### config.mk
export PLATFORM = sky130hd
export DESIGN_NAME = tal_top
export DESIGN_NICKNAME = d
export VERILOG_FILES = /design/src/tal_pkg.sv /design/src/tal_top.sv /design/src/tal_alert_eval.sv /design/src/tal_byte_reader.sv
export VERILOG_INCLUDE_DIRS = /design/src /design/src/src
export SDC_FILE = /design/constraint.sdc
export NUM_CORES = 1
export LEC_CHECK = 0
export BUFFER_PORTS_ARGS = -buffer_cell sky130_fd_sc_hd__buf_2
export CAP_MARGIN = 15
export CORE_MARGIN = 5
export CORE_UTILIZATION = 51
export CTS_CLUSTER_SIZE = 40
export DETAILED_ROUTE_END_ITERATION = 12
export PLACE_DENSITY = 0.77
export SLEW_MARGIN = 20
export SYNTH_ARGS = -nofsm -noshare
export SYNTH_HDL_FRONTEND = slang
export SYNTH_SLANG_ARGS = --single-unit
### constraint.sdc
create_clock -name pclk -period 2.4 [get_ports pclk]
set_input_delay 0.72 -clock pclk [delete_from_list [all_inputs] [get_ports pclk]]
set_output_delay 0.72 -clock pclk [all_outputs]
set_load 0.01 [all_outputs]
### src/tal_cfg.svh
// Offsets, field positions, reset values and codes of the temperature alert block.
`ifndef TAL_CFG_SVH
`define TAL_CFG_SVH

// ****************************************************************
// APB register byte offsets
// ****************************************************************
`define TAL_OFF_PTR       8'h00
`define TAL_OFF_DATA      8'h04
`define TAL_OFF_CONF      8'h08
`define TAL_OFF_TRIP      8'h0c
`define TAL_OFF_REL       8'h10
`define TAL_OFF_TEMP      8'h14
`define TAL_OFF_IRQ_ST    8'h18
`define TAL_OFF_IRQ_MASK  8'h1c
`define TAL_OFF_STATE     8'h20

// ****************************************************************
// Pointer codes
// ****************************************************************
`define TAL_PTR_TEMP      2'h0
`define TAL_PTR_CONF      2'h1
`define TAL_PTR_REL       2'h2
`define TAL_PTR_TRIP      2'h3

// ****************************************************************
// Configuration fields and reset values
// ****************************************************************
`define TAL_CFG_SHDN      0
`define TAL_CFG_MODE      1
`define TAL_CFG_POL       2
`define TAL_CFG_FQ_LO     3
`define TAL_CFG_FQ_HI     4
`define TAL_CONF_RST      8'h00
`define TAL_TRIP_RST      16'h5000
`define TAL_REL_RST       16'h4b00
`define TAL_TEMP_RST      16'h0000

// ****************************************************************
// Fault queue lengths per code
// ****************************************************************
`define TAL_FQ_CODE1      2'h0
`define TAL_FQ_CODE2      2'h1
`define TAL_FQ_CODE4      2'h2
`define TAL_FQ_N1         3'h1
`define TAL_FQ_N2         3'h2
`define TAL_FQ_N4         3'h4
`define TAL_FQ_N6         3'h6

// ****************************************************************
// Interrupt status bits
// ****************************************************************
`define TAL_IRQ_FIRE      0
`define TAL_IRQ_CONV      1
`define TAL_IRQ_W         2

`endif

### src/tal_pkg.sv
// Types shared by the temperature alert block.
package tal_pkg;

   typedef struct packed {
      logic [15:0] trip;
      logic [15:0] rel;
   } tal_limits_s;

   typedef struct packed {
      logic       active;
      logic [2:0] cnt;
   } tal_eval_s;

   typedef enum logic [0:0] {TAL_PH_FIRST, TAL_PH_SECOND} tal_phase_e;

   typedef struct packed {
      tal_phase_e phase;
   } tal_rd_s;

   typedef struct packed {
      logic [1:0]  ptr;
      logic [7:0]  conf;
      tal_limits_s lim;
      logic [15:0] temp;
      logic [1:0]  irq_st;
      logic [1:0]  irq_mask;
      logic [31:0] prdata;
      logic        pready;
      logic        pslverr;
      logic        pin;
      logic        irq;
   } tal_top_s;

endpackage

### src/tal_top.sv
// Temperature alert block: APB registers, pointer reads and the over-temperature pin.
`timescale 1ns/10ps
`include "tal_cfg.svh"

// What this block does
// (RQ1) Configuration register reads back as one byte.
// (RQ2) Temperature reads as two bytes, high first.
// (RQ3) Pointer write selects the register then read.
// (RQ4) Pin powers up inactive: high, with active-low polarity.
// (RQ5) Comparator mode after reset; interrupt when configured.
// (RQ6) Comparator: active at temperature at or above trip.
// (RQ7) Comparator: inactive only below release limit.
// (RQ8) Shutdown keeps the comparator output state.
// (RQ9) Interrupt: active after configured consecutive faults.
// (RQ10) Interrupt: completed register read clears output.
// (RQ11) After clear, reassert only on new trip.
// (RQ12) Signed compare once per conversion; count faults.
// (RQ13) Queue code gives 1, 2, 4, 6 faults.
// (RQ14) Polarity bit: 0 active low, 1 high.
// (RQ15) Mode bit: 0 comparator, 1 interrupt.
// (RQ16) Shutdown bit halts conversions; serial side works.
module tal_top
   import tal_pkg::*;
(
   input  wire logic        pclk,
   input  wire logic        presetn,
   input  wire logic        psel,
   input  wire logic        penable,
   input  wire logic        pwrite,
   input  wire logic [7:0]  paddr,
   input  wire logic [31:0] pwdata,
   output logic [31:0]      prdata,
   output logic             pready,
   output logic             pslverr,
   input  wire logic [15:0] temp_value,
   input  wire logic        temp_done,
   output logic             overtemp_output_pin,
   output logic             irq
);

   // ****************************************************************
   // State and decode
   // ****************************************************************
   tal_top_s   q;
   tal_top_s   d;
   logic       setup;
   logic       acc;
   logic       wr;
   logic       rd;
   logic       eval;
   logic       rd_byte;
   logic       ptr_wr;
   logic       byte_done;
   logic       word_done;
   logic       alert_clear;
   logic       active;
   logic       fire;
   logic [7:0] byte_rd;

   function automatic logic tal_mapped(input logic [7:0] a);
      case (a)
         `TAL_OFF_PTR, `TAL_OFF_DATA, `TAL_OFF_CONF, `TAL_OFF_TRIP, `TAL_OFF_REL,
         `TAL_OFF_TEMP, `TAL_OFF_IRQ_ST, `TAL_OFF_IRQ_MASK, `TAL_OFF_STATE:
            tal_mapped = 1'b1;
         default:
            tal_mapped = 1'b0;
      endcase
   endfunction

   // The answer is registered from the setup cycle, so every transfer ends in its
   // first access cycle while read data and the error flag leave from flip-flops.
   assign setup   = psel && !penable;
   assign acc     = psel && penable && q.pready;
   assign wr      = acc && pwrite && tal_mapped(paddr);
   assign rd      = acc && !pwrite && tal_mapped(paddr);
   assign ptr_wr  = wr && paddr == `TAL_OFF_PTR;                      // [RQ3]
   assign rd_byte = rd && paddr == `TAL_OFF_DATA;

   // A whole word read of a configuration, temperature or limit register also counts as a
   // completed read, so software on the parallel bus can clear the pin too.
   assign word_done = rd && (paddr == `TAL_OFF_CONF || paddr == `TAL_OFF_TRIP ||
                             paddr == `TAL_OFF_REL || paddr == `TAL_OFF_TEMP);
   assign alert_clear = (byte_done || word_done) && q.conf[`TAL_CFG_MODE]; // [RQ10] [RQ15]

   // Shutdown drops the conversion results but leaves the pin as it was.
   assign eval = temp_done && !q.conf[`TAL_CFG_SHDN];                 // [RQ16] [RQ8]

   // ****************************************************************
   // Submodules
   // ****************************************************************
   tal_byte_reader u_reader (
      .pclk    (pclk),
      .presetn (presetn),
      .ptr_wr  (ptr_wr),
      .rd      (rd_byte),
      .ptr     (q.ptr),
      .conf    (q.conf),
      .temp    (q.temp),
      .lim     (q.lim),
      .byte_o  (byte_rd),
      .done    (byte_done)
   );

   tal_alert_eval u_eval (
      .pclk     (pclk),
      .presetn  (presetn),
      .eval     (eval),
      .clear    (alert_clear),
      .mode_int (q.conf[`TAL_CFG_MODE]),                              // [RQ5] [RQ15]
      .queue    (q.conf[`TAL_CFG_FQ_HI:`TAL_CFG_FQ_LO]),              // [RQ13]
      .lim      (q.lim),
      // The fresh result is judged at the edge that stores it, not the stored one.
      .temp     (temp_value),                                         // [RQ12]
      .active   (active),
      .fire     (fire)
   );

   // ****************************************************************
   // Next state
   // ****************************************************************
   always_comb begin
      d         = q;
      d.pready  = setup;
      d.pslverr = setup && !tal_mapped(paddr);
      if (setup) begin
         case (paddr)
            `TAL_OFF_PTR:      d.prdata = {30'h0, q.ptr};
            `TAL_OFF_DATA:     d.prdata = {24'h0, byte_rd};           // [RQ1] [RQ2]
            `TAL_OFF_CONF:     d.prdata = {24'h0, q.conf};
            `TAL_OFF_TRIP:     d.prdata = {16'h0, q.lim.trip};
            `TAL_OFF_REL:      d.prdata = {16'h0, q.lim.rel};
            `TAL_OFF_TEMP:     d.prdata = {16'h0, q.temp};
            `TAL_OFF_IRQ_ST:   d.prdata = {30'h0, q.irq_st};
            `TAL_OFF_IRQ_MASK: d.prdata = {30'h0, q.irq_mask};
            `TAL_OFF_STATE:    d.prdata = {31'h0, active};
            default:           d.prdata = 32'h0;
         endcase
      end

      if (wr) begin
         case (paddr)
            `TAL_OFF_PTR:      d.ptr = pwdata[1:0];                   // [RQ3]
            `TAL_OFF_CONF:     d.conf = pwdata[7:0];                  // [RQ14] [RQ15] [RQ16]
            `TAL_OFF_TRIP:     d.lim.trip = pwdata[15:0];
            `TAL_OFF_REL:      d.lim.rel = pwdata[15:0];
            `TAL_OFF_IRQ_MASK: d.irq_mask = pwdata[`TAL_IRQ_W-1:0];
            default:           d.ptr = q.ptr;
         endcase
      end

      if (eval) begin
         d.temp = temp_value;                                         // [RQ12]
      end

      // Read clears the sticky bits; an event in the same cycle still lands.
      if (rd && paddr == `TAL_OFF_IRQ_ST) begin
         d.irq_st = '0;
      end
      d.irq_st[`TAL_IRQ_FIRE] = d.irq_st[`TAL_IRQ_FIRE] | fire;
      d.irq_st[`TAL_IRQ_CONV] = d.irq_st[`TAL_IRQ_CONV] | eval;
      d.irq = |(q.irq_st & q.irq_mask);

      // The pin shows the alert state, in the level the polarity bit selects.
      d.pin = q.conf[`TAL_CFG_POL] ? active : !active;                // [RQ4] [RQ14] [RQ6]
   end

   // ****************************************************************
   // Registers
   // ****************************************************************
   always_ff @(posedge pclk or negedge presetn) begin
      if (!presetn) begin
         q          <= '0;
         q.conf     <= `TAL_CONF_RST;                                 // [RQ5]
         q.lim.trip <= `TAL_TRIP_RST;
         q.lim.rel  <= `TAL_REL_RST;
         q.temp     <= `TAL_TEMP_RST;
         q.ptr      <= `TAL_PTR_TEMP;
         q.pin      <= 1'b1;
      end else begin
         q <= d;
      end
   end

   assign prdata              = q.prdata;
   assign pready              = q.pready;
   assign pslverr             = q.pslverr;
   assign overtemp_output_pin = q.pin;
   assign irq                 = q.irq;

endmodule // tal_top

### src/tal_alert_eval.sv
// Over-temperature evaluation with fault queue, comparator and interrupt behaviour.
`timescale 1ns/10ps
`include "tal_cfg.svh"
module tal_alert_eval
   import tal_pkg::*;
(
   input  wire logic        pclk,
   input  wire logic        presetn,
   input  wire logic        eval,
   input  wire logic        clear,
   input  wire logic        mode_int,
   input  wire logic [1:0]  queue,
   input  wire tal_limits_s lim,
   input  wire logic [15:0] temp,
   output logic             active,
   output logic             fire
);

   tal_eval_s q;
   tal_eval_s d;
   logic      over;
   logic [2:0] base;
   logic [2:0] need;

   function automatic logic [2:0] tal_need(input logic [1:0] code);
      case (code)
         `TAL_FQ_CODE1: tal_need = `TAL_FQ_N1;
         `TAL_FQ_CODE2: tal_need = `TAL_FQ_N2;
         `TAL_FQ_CODE4: tal_need = `TAL_FQ_N4;
         default:       tal_need = `TAL_FQ_N6;
      endcase
   endfunction

   always_comb begin
      d    = q;
      fire = 1'b0;
      need = tal_need(queue);                                        // [RQ13]
      over = $signed(temp) >= $signed(lim.trip);                     // [RQ12]
      base = q.cnt;
      // A clear restarts the queue, so only fresh over-limit results re-trigger.
      if (clear) begin
         d.active = 1'b0;                                            // [RQ10]
         base     = 3'h0;                                            // [RQ11]
      end
      d.cnt = base;
      if (eval) begin
         if (over) begin
            // The count runs on to the longest queue, so a longer queue chosen
            // while hot still sees every consecutive fault.
            d.cnt = (base >= `TAL_FQ_N6) ? base : base + 3'h1;       // [RQ12]
            // Setting wins over a clear in the same cycle only for a one-fault queue, as the clear restarts the count.
            if (d.cnt >= need && !d.active) begin                    // [RQ6] [RQ9]
               d.active = 1'b1;
               fire     = 1'b1;
            end
         end else begin
            d.cnt = 3'h0;                                            // [RQ12]
            if (!mode_int && $signed(temp) < $signed(lim.rel)) begin
               d.active = 1'b0;                                      // [RQ7]
            end
         end
      end
   end

   always_ff @(posedge pclk or negedge presetn) begin
      if (!presetn) begin
         q <= '0;
      end else begin
         q <= d;
      end
   end

   assign active = q.active;

endmodule // tal_alert_eval

### src/tal_byte_reader.sv
// Byte-wise register read through the pointer: one byte or two bytes high first.
`timescale 1ns/10ps
`include "tal_cfg.svh"
module tal_byte_reader
   import tal_pkg::*;
(
   input  wire logic        pclk,
   input  wire logic        presetn,
   input  wire logic        ptr_wr,
   input  wire logic        rd,
   input  wire logic [1:0]  ptr,
   input  wire logic [7:0]  conf,
   input  wire logic [15:0] temp,
   input  wire tal_limits_s lim,
   output logic [7:0]       byte_o,
   output logic             done
);

   tal_rd_s    q;
   tal_rd_s    d;
   logic [15:0] word;

   always_comb begin
      d    = q;
      done = 1'b0;
      case (ptr)                                                     // [RQ3]
         `TAL_PTR_TEMP: word = temp;
         `TAL_PTR_REL:  word = lim.rel;
         `TAL_PTR_TRIP: word = lim.trip;
         default:       word = {8'h00, conf};
      endcase
      if (ptr == `TAL_PTR_CONF) begin
         byte_o = conf;                                              // [RQ1]
      end else if (q.phase == TAL_PH_FIRST) begin
         byte_o = word[15:8];                                        // [RQ2]
      end else begin
         byte_o = word[7:0];                                         // [RQ2]
      end
      if (ptr_wr) begin
         d.phase = TAL_PH_FIRST;
      end else if (rd) begin
         if (ptr == `TAL_PTR_CONF || q.phase == TAL_PH_SECOND) begin
            d.phase = TAL_PH_FIRST;
            done    = 1'b1;
         end else begin
            d.phase = TAL_PH_SECOND;
         end
      end
   end

   always_ff @(posedge pclk or negedge presetn) begin
      if (!presetn) begin
         q <= '{phase: TAL_PH_FIRST};
      end else begin
         q <= d;
      end
   end

endmodule // tal_byte_reader

* Word level (Yosys, flattened, before mapping)
Cells that the tools add are included.
Word-level totals: bits in registers 103, input bits 62, logic and storage cells 99
Operators by class: add/subtract/negate cells 1, $lt $le $gt $ge 4, equality and inequality tests 13, multiplexer cells 24, bitwise operators 3, reduce and logical (&&, ||, !) cells 39
Operators with widths (count):
- $pmux W16 S9 | 1
- $pmux W16 S3 | 1
- $eq A8 B5 Y1 const B | 4
- $eq A8 B4 Y1 const B | 2
- $ge A16 B16 Y1 | 1
- $logic_and A1 B1 Y1 | 16
- $lt A16 B16 Y1 | 1
- $mux W8 | 2
- $mux W1 | 14
- $reduce_and A2 Y1 | 5
- $pmux W3 S3 | 1
- $reduce_or A9 Y1 | 1
- $eq A8 B3 Y1 const B | 1
- $eq A8 B6 Y1 const B | 1
- $logic_not A8 Y1 | 1
- $mux W4 | 2
- $logic_not A1 Y1 | 7
- $eq A2 B2 Y1 const B | 3
- $mux W3 | 2
- $logic_or A1 B1 Y1 | 5
- $eq A2 B1 Y1 const B | 2
- $logic_not A2 Y1 | 2
- $add A3 B1 Y3 const B | 1
- $ge A3 B3 Y1 | 1
- 6 further kinds | 7

* Longest topological paths before layout
depth in word-level cells 18, gate-level depth with buffers 15

* By module
From an unflattened synthesis, not the netlist that was laid out.
Unflattened totals: cell total of the unflattened synthesis 552, area, all modules 5705.5 um^2
By module, submodules not included:
- tal_top | instances 1, cells each 335, area each 4063.9 um^2
- tal_alert_eval | instances 1, cells each 145, area each 1113.6 um^2
- tal_byte_reader | instances 1, cells each 72, area each 528.0 um^2

* Least setup slack after synthesis
Ideal clock, no wire load.
path kind input to register, start point input port paddr[2], end point register u_eval.q (netlist bit u_eval.active), library setup time 0.129 ns, data arrival time 2.954 ns, path slack -0.683 ns, stages on the path 15, cells stage by stage buf_2 > o31ai_4 > nand4_1 > nor2_1 > o2111ai_2 > nand2_1 > inv_1 > ha_1 > nand2b_1 > ha_1 > a21o_1 > a21oi_1 > nor2_1 > o21ai_0 > o21ai_0
RTL lines:
- from (decl) | line tal_top.sv:30 | input wire logic [7:0] paddr,
- to (signal assigned) | line tal_alert_eval.sv:67 | q <= '0;
- to (signal assigned) | line tal_alert_eval.sv:69 | q <= d;
- to (decl) | line tal_alert_eval.sv:19 | tal_eval_s q;

==> results.py <==
metrics = {
    "routing": {
        "antenna_left": 0,
        "drt_wl_total_um": 16100,
        "routedWlPerCell_um": 18.6,
        "vias_per_cell": 5.91,
        "via_count": 5112,
        "first_iter_violations": 534,
        "firstDrtPassIters": 5,
        "drcViolationCount": 0,
    },
    "finish": {
        "diodes": 0,
        "design_area_um2": 6590,
        "drive_gt1_frac": 0.292,
        "syn_to_final_growth_pct": 20.1,
        "final_cells": 865,
        "final_nets": 821,
        "fillCellCount": 875,
        "final_util": 0.633,
    },
    "global_route": {
        "grt_usage": 0.250,
        "antenna_found_initial": 0,
        "grt_pass1_wl_um": 25500,
        "grt_pass1_vias": 5105,
        "grt_max_degree": 39,
        "grt-ovfl-total": 0,
    },
    "sta": {
        "setup_viol": 3,
        "finalSetupTns_ns": -0.621,
        "setup_slack_ns": -0.339,
        "finClkSkew_ns": 0.00756,
        "worst_slew_pin_slew_ns": 0.668,
        "hold_violations": 0,
        "period_needed_ns": 2.74,
        "report.final.slew_viol_count": 0,
        "hold_slack_ns": 0.259,
        "max_freq_ghz": 0.365,
        "slew_headroom": 0.554,
        "fin_crit_sh": 1.14,
        "rsz0062_at_grt": "true",
    },
    "power": {
        "clkPwrFrac": 0.324,
        "total_power_mw": 3.02,
        "p_comb_frac": 0.161,
        "p_leak_nw": 3.30,
        "peakVddDrop_mv": 0.226,
        "internal_power_mw": 2.14,
        "sw_frac_of_total": 0.292,
        "switchingPower_mw": 0.883,
        "power_density_nw_per_um2": 458,
        "power_frac_seq": 0.515,
    },
    "setup_path": {
        "r2r-start": "q[96]",
        "regToRegSetupSlack_ns": -0.28,
        "path_class": "primary input to register",
        "crit_fanout": 4,
        "worst-endpoint-required_ns": 2.65,
        "worst_r2r_endpoint": "u_eval.active",
        "worstSetupStartpointType": "primary input",
        "r2r_cells": 14,
        "cp-end-kind": "register",
        "worstPathArrival_ns": 2.99,
    },
    "cts": {
        "clk-insertion-delay-late_ns": 0.37,
        "path_clk_slew_ns": 0.09,
        "hold_buffers": 0,
        "cts.sinks": 87,
        "htreeDepth": 3,
        "cts_root_buffer": "clkbuf_8",
        "cts_tree": "done",
        "ctsLongestPathBuffers": 2,
        "cts_buffers": 9,
    },
    "logic_synthesis": {
        "synthTopCellsByArea": "dfrtp_1 (36%), nand2_1 (8.1%), ha_1 (8.0%)",
        "ys_types": 59,
        "synth.avg_cell_area_um2": 8.79,
        "syn_area_um2": 5490,
        "synth-seq-cells": 87,
        "synth_ff_type": "dfrtp_1",
        "syn-instance-count": 624,
        "yosysWarnings": 0,
        "ys_async_sr_fraction": 1.00,
        "yosys.area.top_type_share": 0.365,
        "synth_edf_count": 0,
        "post-synth-top-area-cell": "dfrtp_1",
        "seq_area_frac_synth": 0.398,
    },
    "floorplanning": {
        "fp.dieW_um": 114,
        "start_util": 0.527,
        "ios": 98,
        "rows": 37,
        "fp.dieH_um": 114,
        "dieArea_um2": 12900,
        "core_area_um2": 10400,
    },
    "placed_design": {
        "place_area_um2": 6200,
        "place_ws_ns": -0.944,
        "gp_congestion": 0.958,
        "dp.cells": 845,
        "dp_hpwl_um": 12200,
        "portBuffers": 65,
    },
    "job": {
        "maxCapViolCount": 0,
    },
    "run_status": {
        "status": "complete, but fails checks",
        "violations": "setup timing",
    },
    "min_path": {
        "hp-class": "primary input to async pin",
    },
}
metal layers:
layer  vias up  share of wire  global-route usage
li1       2334              -                   -
met1      2458           0.41               0.330
met2       268           0.46               0.400
met3        52          0.081              0.0371
met4         0          0.040               0.130
met5         -              0                   0
cells in the mapped netlist (2+ instances only):
| cell type | count |
|---|---|
| a211o_1 | 2 |
| a21boi_0 | 4 |
| a21o_1 | 6 |
| a21oi_1 | 27 |
| a221oi_1 | 13 |
| a31oi_1 | 4 |
| and2_1 | 5 |
| and3_1 | 2 |
| buf_1 | 2 |
| buf_2 | 12 |
| buf_4 | 32 |
| clkbuf_1 | 15 |
| dfrtp_1 | 80 |
| dfstp_2 | 7 |
| ha_1 | 35 |
| inv_1 | 39 |
| mux2_2 | 16 |
| mux2i_1 | 15 |
| mux4_2 | 2 |
| nand2_1 | 118 |
| nand2b_1 | 7 |
| nand3_1 | 8 |
| nand4_1 | 8 |
| nor2_1 | 27 |
| nor2_2 | 3 |
| nor2b_1 | 5 |
| nor3_1 | 4 |
| nor4_1 | 2 |
| o211ai_1 | 4 |
| o21a_1 | 2 |
| o21ai_0 | 68 |
| o21ai_1 | 5 |
| o21bai_1 | 2 |
| o221ai_1 | 6 |
| o22ai_1 | 9 |
| o31ai_1 | 2 |
| o32ai_1 | 4 |
flip-flops by register name (all words and copies together), names as in the netlist:
signal and cells:
overtemp_output_pin 1, irq 1, pslverr 1, u_reader.q 1
q 62, prdata 16, pready 1, u_eval.active 1
u_eval.q 3
cells by family (layout without fill, tap and decap cells):
family	count (synthesis)	count (layout)	share of synthesized area
other cells	1	16	0.000683
fa+ha+maj	35	35	0.0798
flops	87	87	0.398
simple gates	198	198	0.164
xor+xnor	2	2	0.00319
compound gates	166	166	0.190
mux	33	33	0.0684
buf+inv	102	192	0.0958
worst max-delay path, cell delays in order:
cell	delay [ns]
buf_8	0.10
o31ai_4	0.25
nand4_1	0.18
nor2_2	0.21
o2111ai_4	0.18
buf_6	0.17
nand2_1	0.10
mux2_2	0.34
ha_1	0.30
a21oi_2	0.16
nor2_2	0.06
o21ai_1	0.13
o21ai_1	0.08
timing repair:
action                                  CTS  global route
hold endpoints to repair                  0             0
gates resized for setup                  19            13
pin swaps                                12            13
buffers inserted                          2             2
endpoints found under the setup margin    5             5
final cells by class:
| type | count | area [um^2] | area share |
|---|---|---|---|
| clock buffer | 10 | 138 | 0.0209 |
| clock inverter | 6 | 45.0 | 0.00683 |
| inverter | 40 | 150 | 0.0228 |
| multi-input combinational | 450 | 3000 | 0.455 |
| sequential | 87 | 2190 | 0.332 |
| tap | 136 | 170 | 0.0258 |
| timing repair buffer | 136 | 906 | 0.137 |
layout by cell type, fill, tap and decap left out, drive strengths merged, types with 7 or more instances in the layout:
master	instances
ha	35
mux2i	15
mux2	16
nand2b	7
nor2	30
nand3	8
inv	41
buf	136
o22ai	9
dfrtp	80
nand4	8
dfstp	7
a221oi	13
nand2	119
o21ai	73
conb	16
a21oi	27
clkbuf	10
worst max path at each step:
stage                  start            end  slack [ns]  cells after the start
global placement    paddr[3]  u_eval.active       -0.75                     15
global route        paddr[2]  u_eval.active       -0.42                     15
CTS                 paddr[3]  u_eval.active       -0.25                     15
finish              paddr[2]  u_eval.active       -0.34                     13
floorplan           paddr[3]  u_eval.active       -0.58                     15
detailed placement  paddr[4]  u_eval.active       -0.94                     15
power groups by stage:
stage	clock [mW]	sequential, mW	combinational [mW]
2_1_floorplan	0	1.57	0.243
3_3_place_gp	0	1.58	0.409
3_5_place_dp	0	1.58	0.428
4_1_cts	0.985	1.55	0.457
5_1_grt	1.04	1.56	0.529
6_report	0.980	1.56	0.485
No activity file was read; power rests on OpenSTA's default activity.
